### src/icc_pkg.sv
`default_nettype none
package icc_pkg;
   // ----------------------------------------------------------------
   // Register map, byte addresses on the register bus
   // ----------------------------------------------------------------
   localparam logic [7:0]  OFF_CTRL   = 8'h00;  // capture_control
   localparam logic [7:0]  OFF_BUF    = 8'h04;  // Capture buffer, read pops
   localparam logic [7:0]  OFF_STAT   = 8'h08;  // Interrupt status, write one to clear
   localparam logic [7:0]  OFF_MASK   = 8'h0C;  // Interrupt mask
   // ----------------------------------------------------------------
   // Field positions of capture_control
   // ----------------------------------------------------------------
   localparam int          B_SIDL     = 13;
   localparam int          B_TSEL     = 7;
   localparam int          B_CPI      = 5;
   localparam int          B_OVF      = 4;
   localparam int          B_BNE      = 3;
   localparam int          B_MODE     = 0;
   localparam logic [15:0] CTRL_RST   = 16'h0000;
   // ----------------------------------------------------------------
   // Status bits, capture buffer, prescaler and bus answers
   // ----------------------------------------------------------------
   localparam int          ST_CAP     = 0;
   localparam int          ST_OVF     = 1;
   localparam int          ST_WAKE    = 2;
   localparam int          ST_W       = 3;
   localparam int          CAP_W      = 16;
   localparam int          FIFO_DEPTH = 4;
   localparam logic [3:0]  PRE4_LAST  = 4'h3;
   localparam logic [3:0]  PRE16_LAST = 4'hF;
   localparam logic [1:0]  RESP_OKAY  = 2'h0;
   localparam logic [1:0]  RESP_SLV   = 2'h2;

   typedef enum logic [2:0] {
      MODE_OFF    = 3'h0,
      MODE_BOTH   = 3'h1,
      MODE_FALL   = 3'h2,
      MODE_RISE   = 3'h3,
      MODE_PRE4   = 3'h4,
      MODE_PRE16  = 3'h5,
      MODE_UNUSED = 3'h6,
      MODE_WAKE   = 3'h7
   } icc_mode_t;

   typedef enum logic [1:0] {
      WR_IDLE = 2'b01,
      WR_RESP = 2'b10
   } icc_wr_t;
endpackage : icc_pkg
`default_nettype wire

### src/icc_edge.sv
`timescale 1ns/1ps
`default_nettype none
module icc_edge (
   input  wire logic clock_in,
   input  wire logic srst_in,
   input  wire logic pin_in,
   output logic      rise_out,
   output logic      fall_out
);
   // ----------------------------------------------------------------
   // State
   // ----------------------------------------------------------------
   typedef struct packed {
      logic prev;
      logic primed;
   } icc_edge_st_t;

   icc_edge_st_t q, d;

   // The primed bit keeps a pin that is already high at reset from
   // looking like a rising edge in the first cycle.
   always_comb begin
      d        = q;
      d.prev   = pin_in;
      d.primed = 1'b1;
      rise_out = q.primed & pin_in & ~q.prev;
      fall_out = q.primed & ~pin_in & q.prev;
   end

   // Register the state.
   always_ff @(posedge clock_in) begin
      if (srst_in) begin
         q <= '0;
      end else begin
         q <= d;
      end
   end
endmodule : icc_edge
`default_nettype wire

### src/icc_fifo.sv
`timescale 1ns/1ps
`default_nettype none
module icc_fifo import icc_pkg::*; #(
   parameter int WIDTH = CAP_W,
   parameter int DEPTH = FIFO_DEPTH
) (
   input  wire logic             clock_in,
   input  wire logic             srst_in,
   input  wire logic             push_in,
   input  wire logic [WIDTH-1:0] push_data_in,
   input  wire logic             pop_in,
   output logic      [WIDTH-1:0] head_out,
   output logic                  empty_out,
   output logic                  full_out
);
   localparam int PW = $clog2(DEPTH);
   localparam int CW = PW + 1;

   // ----------------------------------------------------------------
   // State; pointers wrap naturally, so DEPTH must be a power of two
   // ----------------------------------------------------------------
   typedef struct packed {
      logic [DEPTH-1:0][WIDTH-1:0] mem;
      logic [PW-1:0]               rp;
      logic [PW-1:0]               wp;
      logic [CW-1:0]               cnt;
   } icc_fifo_st_t;

   icc_fifo_st_t q, d;
   logic         push_ok;
   logic         pop_ok;

   // A push into a full buffer is dropped; the caller flags overflow.
   always_comb begin
      d         = q;
      empty_out = (q.cnt == '0);
      full_out  = (q.cnt == CW'(DEPTH));
      head_out  = q.mem[q.rp];
      push_ok   = push_in & ~full_out;
      pop_ok    = pop_in & ~empty_out;
      if (push_ok) begin
         d.mem[q.wp] = push_data_in;
         d.wp        = PW'(q.wp + 1'b1);
      end
      if (pop_ok) begin
         d.rp = PW'(q.rp + 1'b1);
      end
      d.cnt = CW'(q.cnt + CW'(push_ok) - CW'(pop_ok));
   end

   // Register the state.
   always_ff @(posedge clock_in) begin
      if (srst_in) begin
         q <= '0;
      end else begin
         q <= d;
      end
   end
endmodule : icc_fifo
`default_nettype wire

### src/icc_capture_channel.sv
// Functional notes
// - A qualifying pin event stores the 16-bit count of the chosen time base.
// - Time-base select one takes the first timer, zero takes the second.
// - Captured values wait in a four-entry first-in first-out buffer.
// - The two-bit captures-per-interrupt field raises the interrupt every 1st to 4th capture.
// - The overflow flag is read-only, set by an overflow and cleared only by hardware.
// - The not-empty flag is read-only and shows that the buffer holds a value.
// - Mode 000 turns the channel off with no captures.
// - Mode 001 captures on both edges and interrupts on every capture.
// - Mode 010 captures falling edges and mode 011 rising edges.
// - Mode 100 captures every 4th and mode 101 every 16th rising edge.
// - Mode 110 is unused and behaves as off.
// - Mode 111 only raises an interrupt on rising edges in Sleep or Idle.
// - With stop-in-idle set the channel stops capturing while the CPU is idle; the mode 111 wake still works.
// - A pin event can wake the device from Sleep and Idle.
// - Unimplemented control bits read zero and ignore writes.
`timescale 1ns/1ps
`default_nettype none
module icc_capture_channel import icc_pkg::*; #(
   parameter int ADDR_W = 8
) (
   input  wire logic              clock_in,
   input  wire logic              srst_in,
   input  wire logic [ADDR_W-1:0] s_axi_awaddr_in,
   input  wire logic              s_axi_awvalid_in,
   output logic                   s_axi_awready_out,
   input  wire logic [31:0]       s_axi_wdata_in,
   input  wire logic [3:0]        s_axi_wstrb_in,
   input  wire logic              s_axi_wvalid_in,
   output logic                   s_axi_wready_out,
   output logic      [1:0]        s_axi_bresp_out,
   output logic                   s_axi_bvalid_out,
   input  wire logic              s_axi_bready_in,
   input  wire logic [ADDR_W-1:0] s_axi_araddr_in,
   input  wire logic              s_axi_arvalid_in,
   output logic                   s_axi_arready_out,
   output logic      [31:0]       s_axi_rdata_out,
   output logic      [1:0]        s_axi_rresp_out,
   output logic                   s_axi_rvalid_out,
   input  wire logic              s_axi_rready_in,
   input  wire logic              capture_input_pin_in,
   input  wire logic [CAP_W-1:0]  time_base_first_in,
   input  wire logic [CAP_W-1:0]  time_base_second_in,
   input  wire logic              cpu_idle_in,
   input  wire logic              cpu_sleep_in,
   output logic                   irq_out,
   output logic                   wake_out
);
   // ----------------------------------------------------------------
   // State of the whole channel
   // ----------------------------------------------------------------
   typedef struct packed {
      icc_wr_t           wr;
      logic              aw_got;
      logic              w_got;
      logic [ADDR_W-1:0] waddr;
      logic [31:0]       wdata;
      logic [3:0]        wstrb;
      logic [1:0]        bresp;
      logic              rvalid;
      logic [31:0]       rdata;
      logic [1:0]        rresp;
      logic              stop_idle;
      logic              tsel;
      logic [1:0]        cpi;
      icc_mode_t         mode;
      logic              ovf;
      logic [3:0]        pre;
      logic [1:0]        icnt;
      logic [ST_W-1:0]   sts;
      logic [ST_W-1:0]   msk;
      logic              wake;
   } icc_st_t;

   icc_st_t           q, d;
   logic              rise, fall, empty, full, push, pop;
   logic [CAP_W-1:0]  head, tb;
   logic              aw_take, w_take, ar_take, wr_fire, run, ev, lowpow;
   logic              cap_int, ovf_set, wake_ev, ctrl_wr;
   logic [ADDR_W-1:0] wa, ra;
   logic [31:0]       wdat;
   logic [3:0]        wstb;
   logic [ST_W-1:0]   sts_clr;
   logic [15:0]       ctrl_rd;

   // ----------------------------------------------------------------
   // Edge detection and capture buffer
   // ----------------------------------------------------------------
   icc_edge u_edge (
      .clock_in (clock_in),
      .srst_in  (srst_in),
      .pin_in   (capture_input_pin_in),
      .rise_out (rise),
      .fall_out (fall)
   );

   icc_fifo #(
      .WIDTH (CAP_W),
      .DEPTH (FIFO_DEPTH)
   ) u_fifo (
      .clock_in     (clock_in),
      .srst_in      (srst_in),
      .push_in      (push),
      .push_data_in (tb),
      .pop_in       (pop),
      .head_out     (head),
      .empty_out    (empty),
      .full_out     (full)
   );

   // ----------------------------------------------------------------
   // Next-state logic
   // ----------------------------------------------------------------
   // Captures are evaluated before register writes so that a control
   // write in the same cycle still restarts the event counters cleanly.
   always_comb begin
      d       = q;
      sts_clr = '0;
      ctrl_wr = 1'b0;
      cap_int = 1'b0;
      ev      = 1'b0;
      lowpow  = cpu_idle_in | cpu_sleep_in;
      run     = ~(cpu_idle_in & q.stop_idle);
      tb      = q.tsel ? time_base_first_in : time_base_second_in;

      // Qualify the pin edges by mode.
      case (q.mode)
         MODE_BOTH:  ev = rise | fall;
         MODE_FALL:  ev = fall;
         MODE_RISE:  ev = rise;
         MODE_PRE4:  ev = rise & (q.pre == PRE4_LAST);
         MODE_PRE16: ev = rise & (q.pre == PRE16_LAST);
         default:    ev = 1'b0;
      endcase
      ev = ev & run;

      // The prescaler counts rising edges only in the prescaled modes.
      if (run && rise && (q.mode == MODE_PRE4 || q.mode == MODE_PRE16)) begin
         d.pre = ev ? 4'h0 : 4'(q.pre + 4'h1);
      end

      // Interrupt after the selected number of captures.
      if (ev) begin
         if (q.mode == MODE_BOTH || q.icnt == q.cpi) begin
            cap_int = 1'b1;
            d.icnt  = 2'h0;
         end else begin
            d.icnt = 2'(q.icnt + 2'h1);
         end
      end

      push    = ev & ~full;
      ovf_set = ev & full;
      wake_ev = (q.mode == MODE_WAKE) & rise & lowpow;
      d.wake  = (ev & lowpow) | wake_ev;

      // Write address and data are taken in either order.
      s_axi_awready_out = (q.wr == WR_IDLE) & ~q.aw_got;
      s_axi_wready_out  = (q.wr == WR_IDLE) & ~q.w_got;
      s_axi_bvalid_out  = (q.wr == WR_RESP);
      aw_take = s_axi_awvalid_in & s_axi_awready_out;
      w_take  = s_axi_wvalid_in & s_axi_wready_out;
      wa      = q.aw_got ? q.waddr : s_axi_awaddr_in;
      wdat    = q.w_got ? q.wdata : s_axi_wdata_in;
      wstb    = q.w_got ? q.wstrb : s_axi_wstrb_in;
      wr_fire = 1'b0;
      case (q.wr)
         WR_IDLE: begin
            if (aw_take) begin
               d.aw_got = 1'b1;
               d.waddr  = s_axi_awaddr_in;
            end
            if (w_take) begin
               d.w_got = 1'b1;
               d.wdata = s_axi_wdata_in;
               d.wstrb = s_axi_wstrb_in;
            end
            wr_fire = (q.aw_got | aw_take) & (q.w_got | w_take);
         end
         WR_RESP: begin
            if (s_axi_bready_in) begin
               d.wr = WR_IDLE;
            end
         end
         default: d.wr = WR_IDLE;
      endcase

      // Register writes; only implemented control bits are stored.
      if (wr_fire) begin
         d.wr     = WR_RESP;
         d.aw_got = 1'b0;
         d.w_got  = 1'b0;
         d.bresp  = RESP_OKAY;
         if (wa == ADDR_W'(OFF_CTRL)) begin
            ctrl_wr = 1'b1;
            if (wstb[0]) begin
               d.tsel = wdat[B_TSEL];
               d.cpi  = wdat[B_CPI +: 2];
               d.mode = icc_mode_t'(wdat[B_MODE +: 3]);
            end
            if (wstb[1]) begin
               d.stop_idle = wdat[B_SIDL];
            end
         end else if (wa == ADDR_W'(OFF_STAT)) begin
            sts_clr = wstb[0] ? wdat[ST_W-1:0] : '0;
         end else if (wa == ADDR_W'(OFF_MASK)) begin
            if (wstb[0]) begin
               d.msk = wdat[ST_W-1:0];
            end
         end else if (wa != ADDR_W'(OFF_BUF)) begin
            d.bresp = RESP_SLV;
         end
      end
      if (ctrl_wr) begin
         d.pre  = 4'h0;
         d.icnt = 2'h0;
      end

      // Reads; a buffer read pops the oldest entry.
      ctrl_rd = {2'b00, q.stop_idle, 5'b00000, q.tsel, q.cpi, q.ovf, ~empty,
                 q.mode};
      s_axi_arready_out = ~q.rvalid;
      ar_take = s_axi_arvalid_in & s_axi_arready_out;
      ra      = s_axi_araddr_in;
      pop     = ar_take & (ra == ADDR_W'(OFF_BUF)) & ~empty;
      if (ar_take) begin
         d.rvalid = 1'b1;
         d.rresp  = RESP_OKAY;
         if (ra == ADDR_W'(OFF_CTRL)) begin
            d.rdata = {16'h0000, ctrl_rd};
         end else if (ra == ADDR_W'(OFF_BUF)) begin
            d.rdata = empty ? 32'h0000_0000 : {16'h0000, head};
         end else if (ra == ADDR_W'(OFF_STAT)) begin
            d.rdata = {29'h0000_0000, q.sts};
         end else if (ra == ADDR_W'(OFF_MASK)) begin
            d.rdata = {29'h0000_0000, q.msk};
         end else begin
            d.rdata = 32'h0000_0000;
            d.rresp = RESP_SLV;
         end
      end else if (q.rvalid && s_axi_rready_in) begin
         d.rvalid = 1'b0;
      end

      // Overflow clears on a buffer read; a new overflow wins.
      d.ovf = (q.ovf & ~pop) | ovf_set;
      d.sts = (q.sts & ~sts_clr) | {wake_ev, ovf_set, cap_int};
   end

   // Register the state.
   always_ff @(posedge clock_in) begin
      if (srst_in) begin
         q           <= '0;
         q.wr        <= WR_IDLE;
         q.mode      <= icc_mode_t'(CTRL_RST[B_MODE +: 3]);
      end else begin
         q <= d;
      end
   end

   // ----------------------------------------------------------------
   // Outputs
   // ----------------------------------------------------------------
   // Bus data and the wake pulse come straight from flip-flops.
   assign s_axi_bresp_out  = q.bresp;
   assign s_axi_rvalid_out = q.rvalid;
   assign s_axi_rdata_out  = q.rdata;
   assign s_axi_rresp_out  = q.rresp;
   assign irq_out          = |(q.sts & q.msk);
   assign wake_out         = q.wake;
endmodule : icc_capture_channel
`default_nettype wire

### config.mk
export PLATFORM = sky130hd
export DESIGN_NAME = icc_capture_channel
export DESIGN_NICKNAME = d
export VERILOG_FILES = /design/src/icc_pkg.sv /design/src/icc_edge.sv /design/src/icc_fifo.sv /design/src/icc_capture_channel.sv
export SDC_FILE = /design/constraint.sdc
export NUM_CORES = 1
export LEC_CHECK = 0
export ABC_AREA = 1
export BUFFER_PORTS_ARGS = -buffer_cell sky130_fd_sc_hd__buf_4
export CAP_MARGIN = 20
export CORE_ASPECT_RATIO = 1.4
export CORE_MARGIN = 3
export CORE_UTILIZATION = 55
export DETAILED_ROUTE_END_ITERATION = 12
export PLACE_DENSITY_LB_ADDON = 0.15
export SLEW_MARGIN = 10
export SYNTH_ARGS = -nofsm -noshare
export SYNTH_HDL_FRONTEND = slang
export SYNTH_SLANG_ARGS = --single-unit
### constraint.sdc
create_clock -name clock_in -period 2.65 [get_ports clock_in]
set_input_delay 0.1325 -clock clock_in [delete_from_list [all_inputs] [get_ports clock_in]]
set_output_delay 0.1325 -clock clock_in [all_outputs]
set_load 0.02 [all_outputs]
==> impl_metrics.json <==
{
  "finClkSkew_ps": 11.11,
  "p_per_area_nw_per_um2": 668.6,
  "dieHeight_um": 140.8,
  "cts_sinks": 134,
  "slew_headroom_pct": 35.56,
  "drive_gt1_share_pct": 16.35,
  "antenna_left": 0,
  "p_total_mw": 5.623,
  "power.leakage_nw": 3.754,
  "cts-root-buf": "clkbuf_16",
  "rsz0062_at_grt": "false",
  "ys_ff_latch": 134,
  "avgSynthCellArea_um2": 7.131,
  "finalSetupTns_ps": 0,
  "cts_max_level": 4,
  "core_um2": 12490,
  "firstDrtPassIters": 4,
  "wire_per_inst_um": 12.95,
  "cts_tree": "done",
  "post_cts_buffers": 0,
  "worst-path-buf-inv": 3,
  "cp_data_arrival_time_ps": 2450,
  "cpPeakStageDelay_ps": 380,
  "clk_pin_slew_ps": 60,
  "num_antenna_cells": 0,
  "insertion_delay_ps": 410,
  "die_area_um2": 14400,
  "outcome": "finished clean",
  "drc_errors": 0,
  "max-clock-path-buffers": 2,
  "nets": 1178,
  "setup_viol": 0,
  "antenna_found_initial": 0,
  "finalNonFillerCells": 1239,
  "crit_fanout": 10,
  "gp_routability_congestion": 0.8279,
  "via_per_inst": 4.867,
  "cp_common_cell": "inv_1",
  "synthArstFlopShare_pct": 0,
  "pin_count": 137,
  "die_w_um": 102.3,
  "dpl.cell_count": 1191,
  "yosysWarningCount": 0,
  "grt_pass1_wl_mm": 25.77,
  "synth_cell_types": 43,
  "place_ws_ps": 445.6,
  "layout_common_cells": "176 x nand2_1, 168 x inv_1, 134 x dfxtp_1, 120 x nor2_1, 102 x buf_4",
  "grt_pass1_vias": 5609,
  "syn_to_final_growth_pct": 17.83,
  "portBuffers": 91,
  "min_period_over_period_pct": 81.54,
  "start_util_pct": 57.14,
  "slowest_stage": "fa_1",
  "grt_max_degree": 62,
  "crit_chain": "ha_1 > inv_1 > nor2_1 > nand2_1 > nand2_1 > nand2_2 > nand2_8 > nand3_1 > inv_1 > ha_1 > inv_1 > fa_1 > o21ai_0 > a21oi_1",
  "synth_area_um2": 7138,
  "path_class": "register to register",
  "grt_overflow_total": 0,
  "synth_cells": 1001,
  "grt_use_total_pct": 22.41,
  "hp-class": "input port to register",
  "synthFlopType": "dfxtp_1",
  "maxSlewViolCount": 0,
  "worstMarginPinSlew_ps": 965.5,
  "routed_wl_mm": 16.05,
  "fin_crit_ps": 2161,
  "drtIter0Drc": 285,
  "final_common_cell": "nand2_1",
  "synth_enable_flop_cells": 0,
  "layout_setup_ws_ps": 489.2,
  "rows": 48,
  "crit_family": "adder cells",
  "cts_buffers": 17,
  "crit_required_ps": 2940,
  "endpoint_kind": "register",
  "max_freq_mhz": 462.8,
  "cts_resized": 0,
  "fillers": 1101,
  "maxCapViolations": 0,
  "report.final.hold_viol_count": 0,
  "ir_drop_uv": 360.9,
  "seq_area_frac_synth_pct": 37.58,
  "dp_hpwl_mm": 10.69,
  "vias": 6030,
  "start_kind": "register"
}
## metal layers
metal	vias to the layer above	track usage (%)	share of wire, %
li1	3217	-	-
met4	0	6.911	1.6
met1	2667	26.22	42
met3	24	4.356	4.0
met2	122	40.49	52
met5	-	0	0
## logic make-up (layout without fill, tap and decap cells)
kind of cell               count (synthesis)  after routing  synth area share [%]
muxes                                     20             20                 3.085
xor gates and xnor gates                   9              9                 1.104
adders and majority gates                  8              8                 1.507
buffers and inverters                    255            326                 16.46
DFF                                      134            134                 37.58
and+or+nand+nor                          363            363                 22.96
other                                      1             18               0.05254
AOI/OAI and AO/OA                        211            211                 17.25
## state kept, by name, indices dropped and copies added (netlist names)
register,count
u_edge.q,2
ctrl_rd,8
s_axi_rdata_out,16
s_axi_bresp_out,1
s_axi_rresp_out,1
q,33
wake_out,1
s_axi_rvalid_out,1
u_fifo.q,71
## path summary, 6_finish.rpt
| kind | depth (start not counted) | from | to | slack (ps) |
|---|---|---|---|---|
| hold / removal | 3 | s_axi_wdata_in[0] | q[62] | 10 |
| setup / recovery | 14 | q[9] | u_fifo.q[2] | 490 |
| hold reg to reg | 2 | q[63] | q[63] | 450 |
| setup reg to reg | 14 | q[9] | u_fifo.q[2] | 490 |
## through the flow
| step | util [%] | hold WS [ps] | instance area, um^2 |
|---|---|---|---|
| finish | 67.33 | 13.59 | 8411 |
| global route | 67.33 | 43.00 | 8411 |
| CTS | 67.33 | 1.723 | 8411 |
| detailed placement | 61.17 | 387.4 | 7641 |
| global placement | 61.17 | 364.2 | 7641 |
| floorplan | - | 257.4 | 7202 |
## worst reg2reg max path, delay by kind of cell, from the launching register on
kind / cells / cell delay, ps
AO/OA/AOI/OAI: 2 / 240
adder cells (fa/ha/maj): 3 / 700
buffers and inverters: 3 / 200
flip-flops: 1 / 360
AND/OR/NAND/NOR: 6 / 530
## repair_timing
action / CTS / global route
hold buffers: 16 / 0
endpoints found under the hold margin: 16 / 0
setup endpoints to repair: 0 / 0
## cell usage after synthesis (all sizes together), types with 9 or more instances
cell / instances / share of area [%]
a21oi: 81 / 5.7
buf: 54 / 5.9
clkbuf: 25 / 1.3
dfxtp: 134 / 38
inv: 173 / 9.1
mux2: 16 / 2.5
nand2: 179 / 9.7
nand3: 31 / 2.5
nand4: 9 / 1.7
nor2: 128 / 7.3
o21ai: 63 / 4.5
o21bai: 64 / 6.7
## layout make-up
class	instances	area (um^2)	area share, %
Clock buffer	20	456.7	5.430
Clock inverter	12	152.6	1.815
Inverter	176	660.6	7.855
Multi-Input combinational cell	629	3344	39.76
Sequential cell	134	2683	31.90
Tap cell	150	187.7	2.231
Timing Repair Buffer	118	925.9	11.01
## power breakdown
group	leakage (nW)	switching (mW)	internal, mW	total (mW)
combinational	2.38	0.619	0.378	0.997
sequential	1.09	0.0807	2.14	2.22
clock	0.288	0.875	1.53	2.40
total	3.75	1.57	4.05	5.62
No activity file was read; power rests on OpenSTA's default activity.
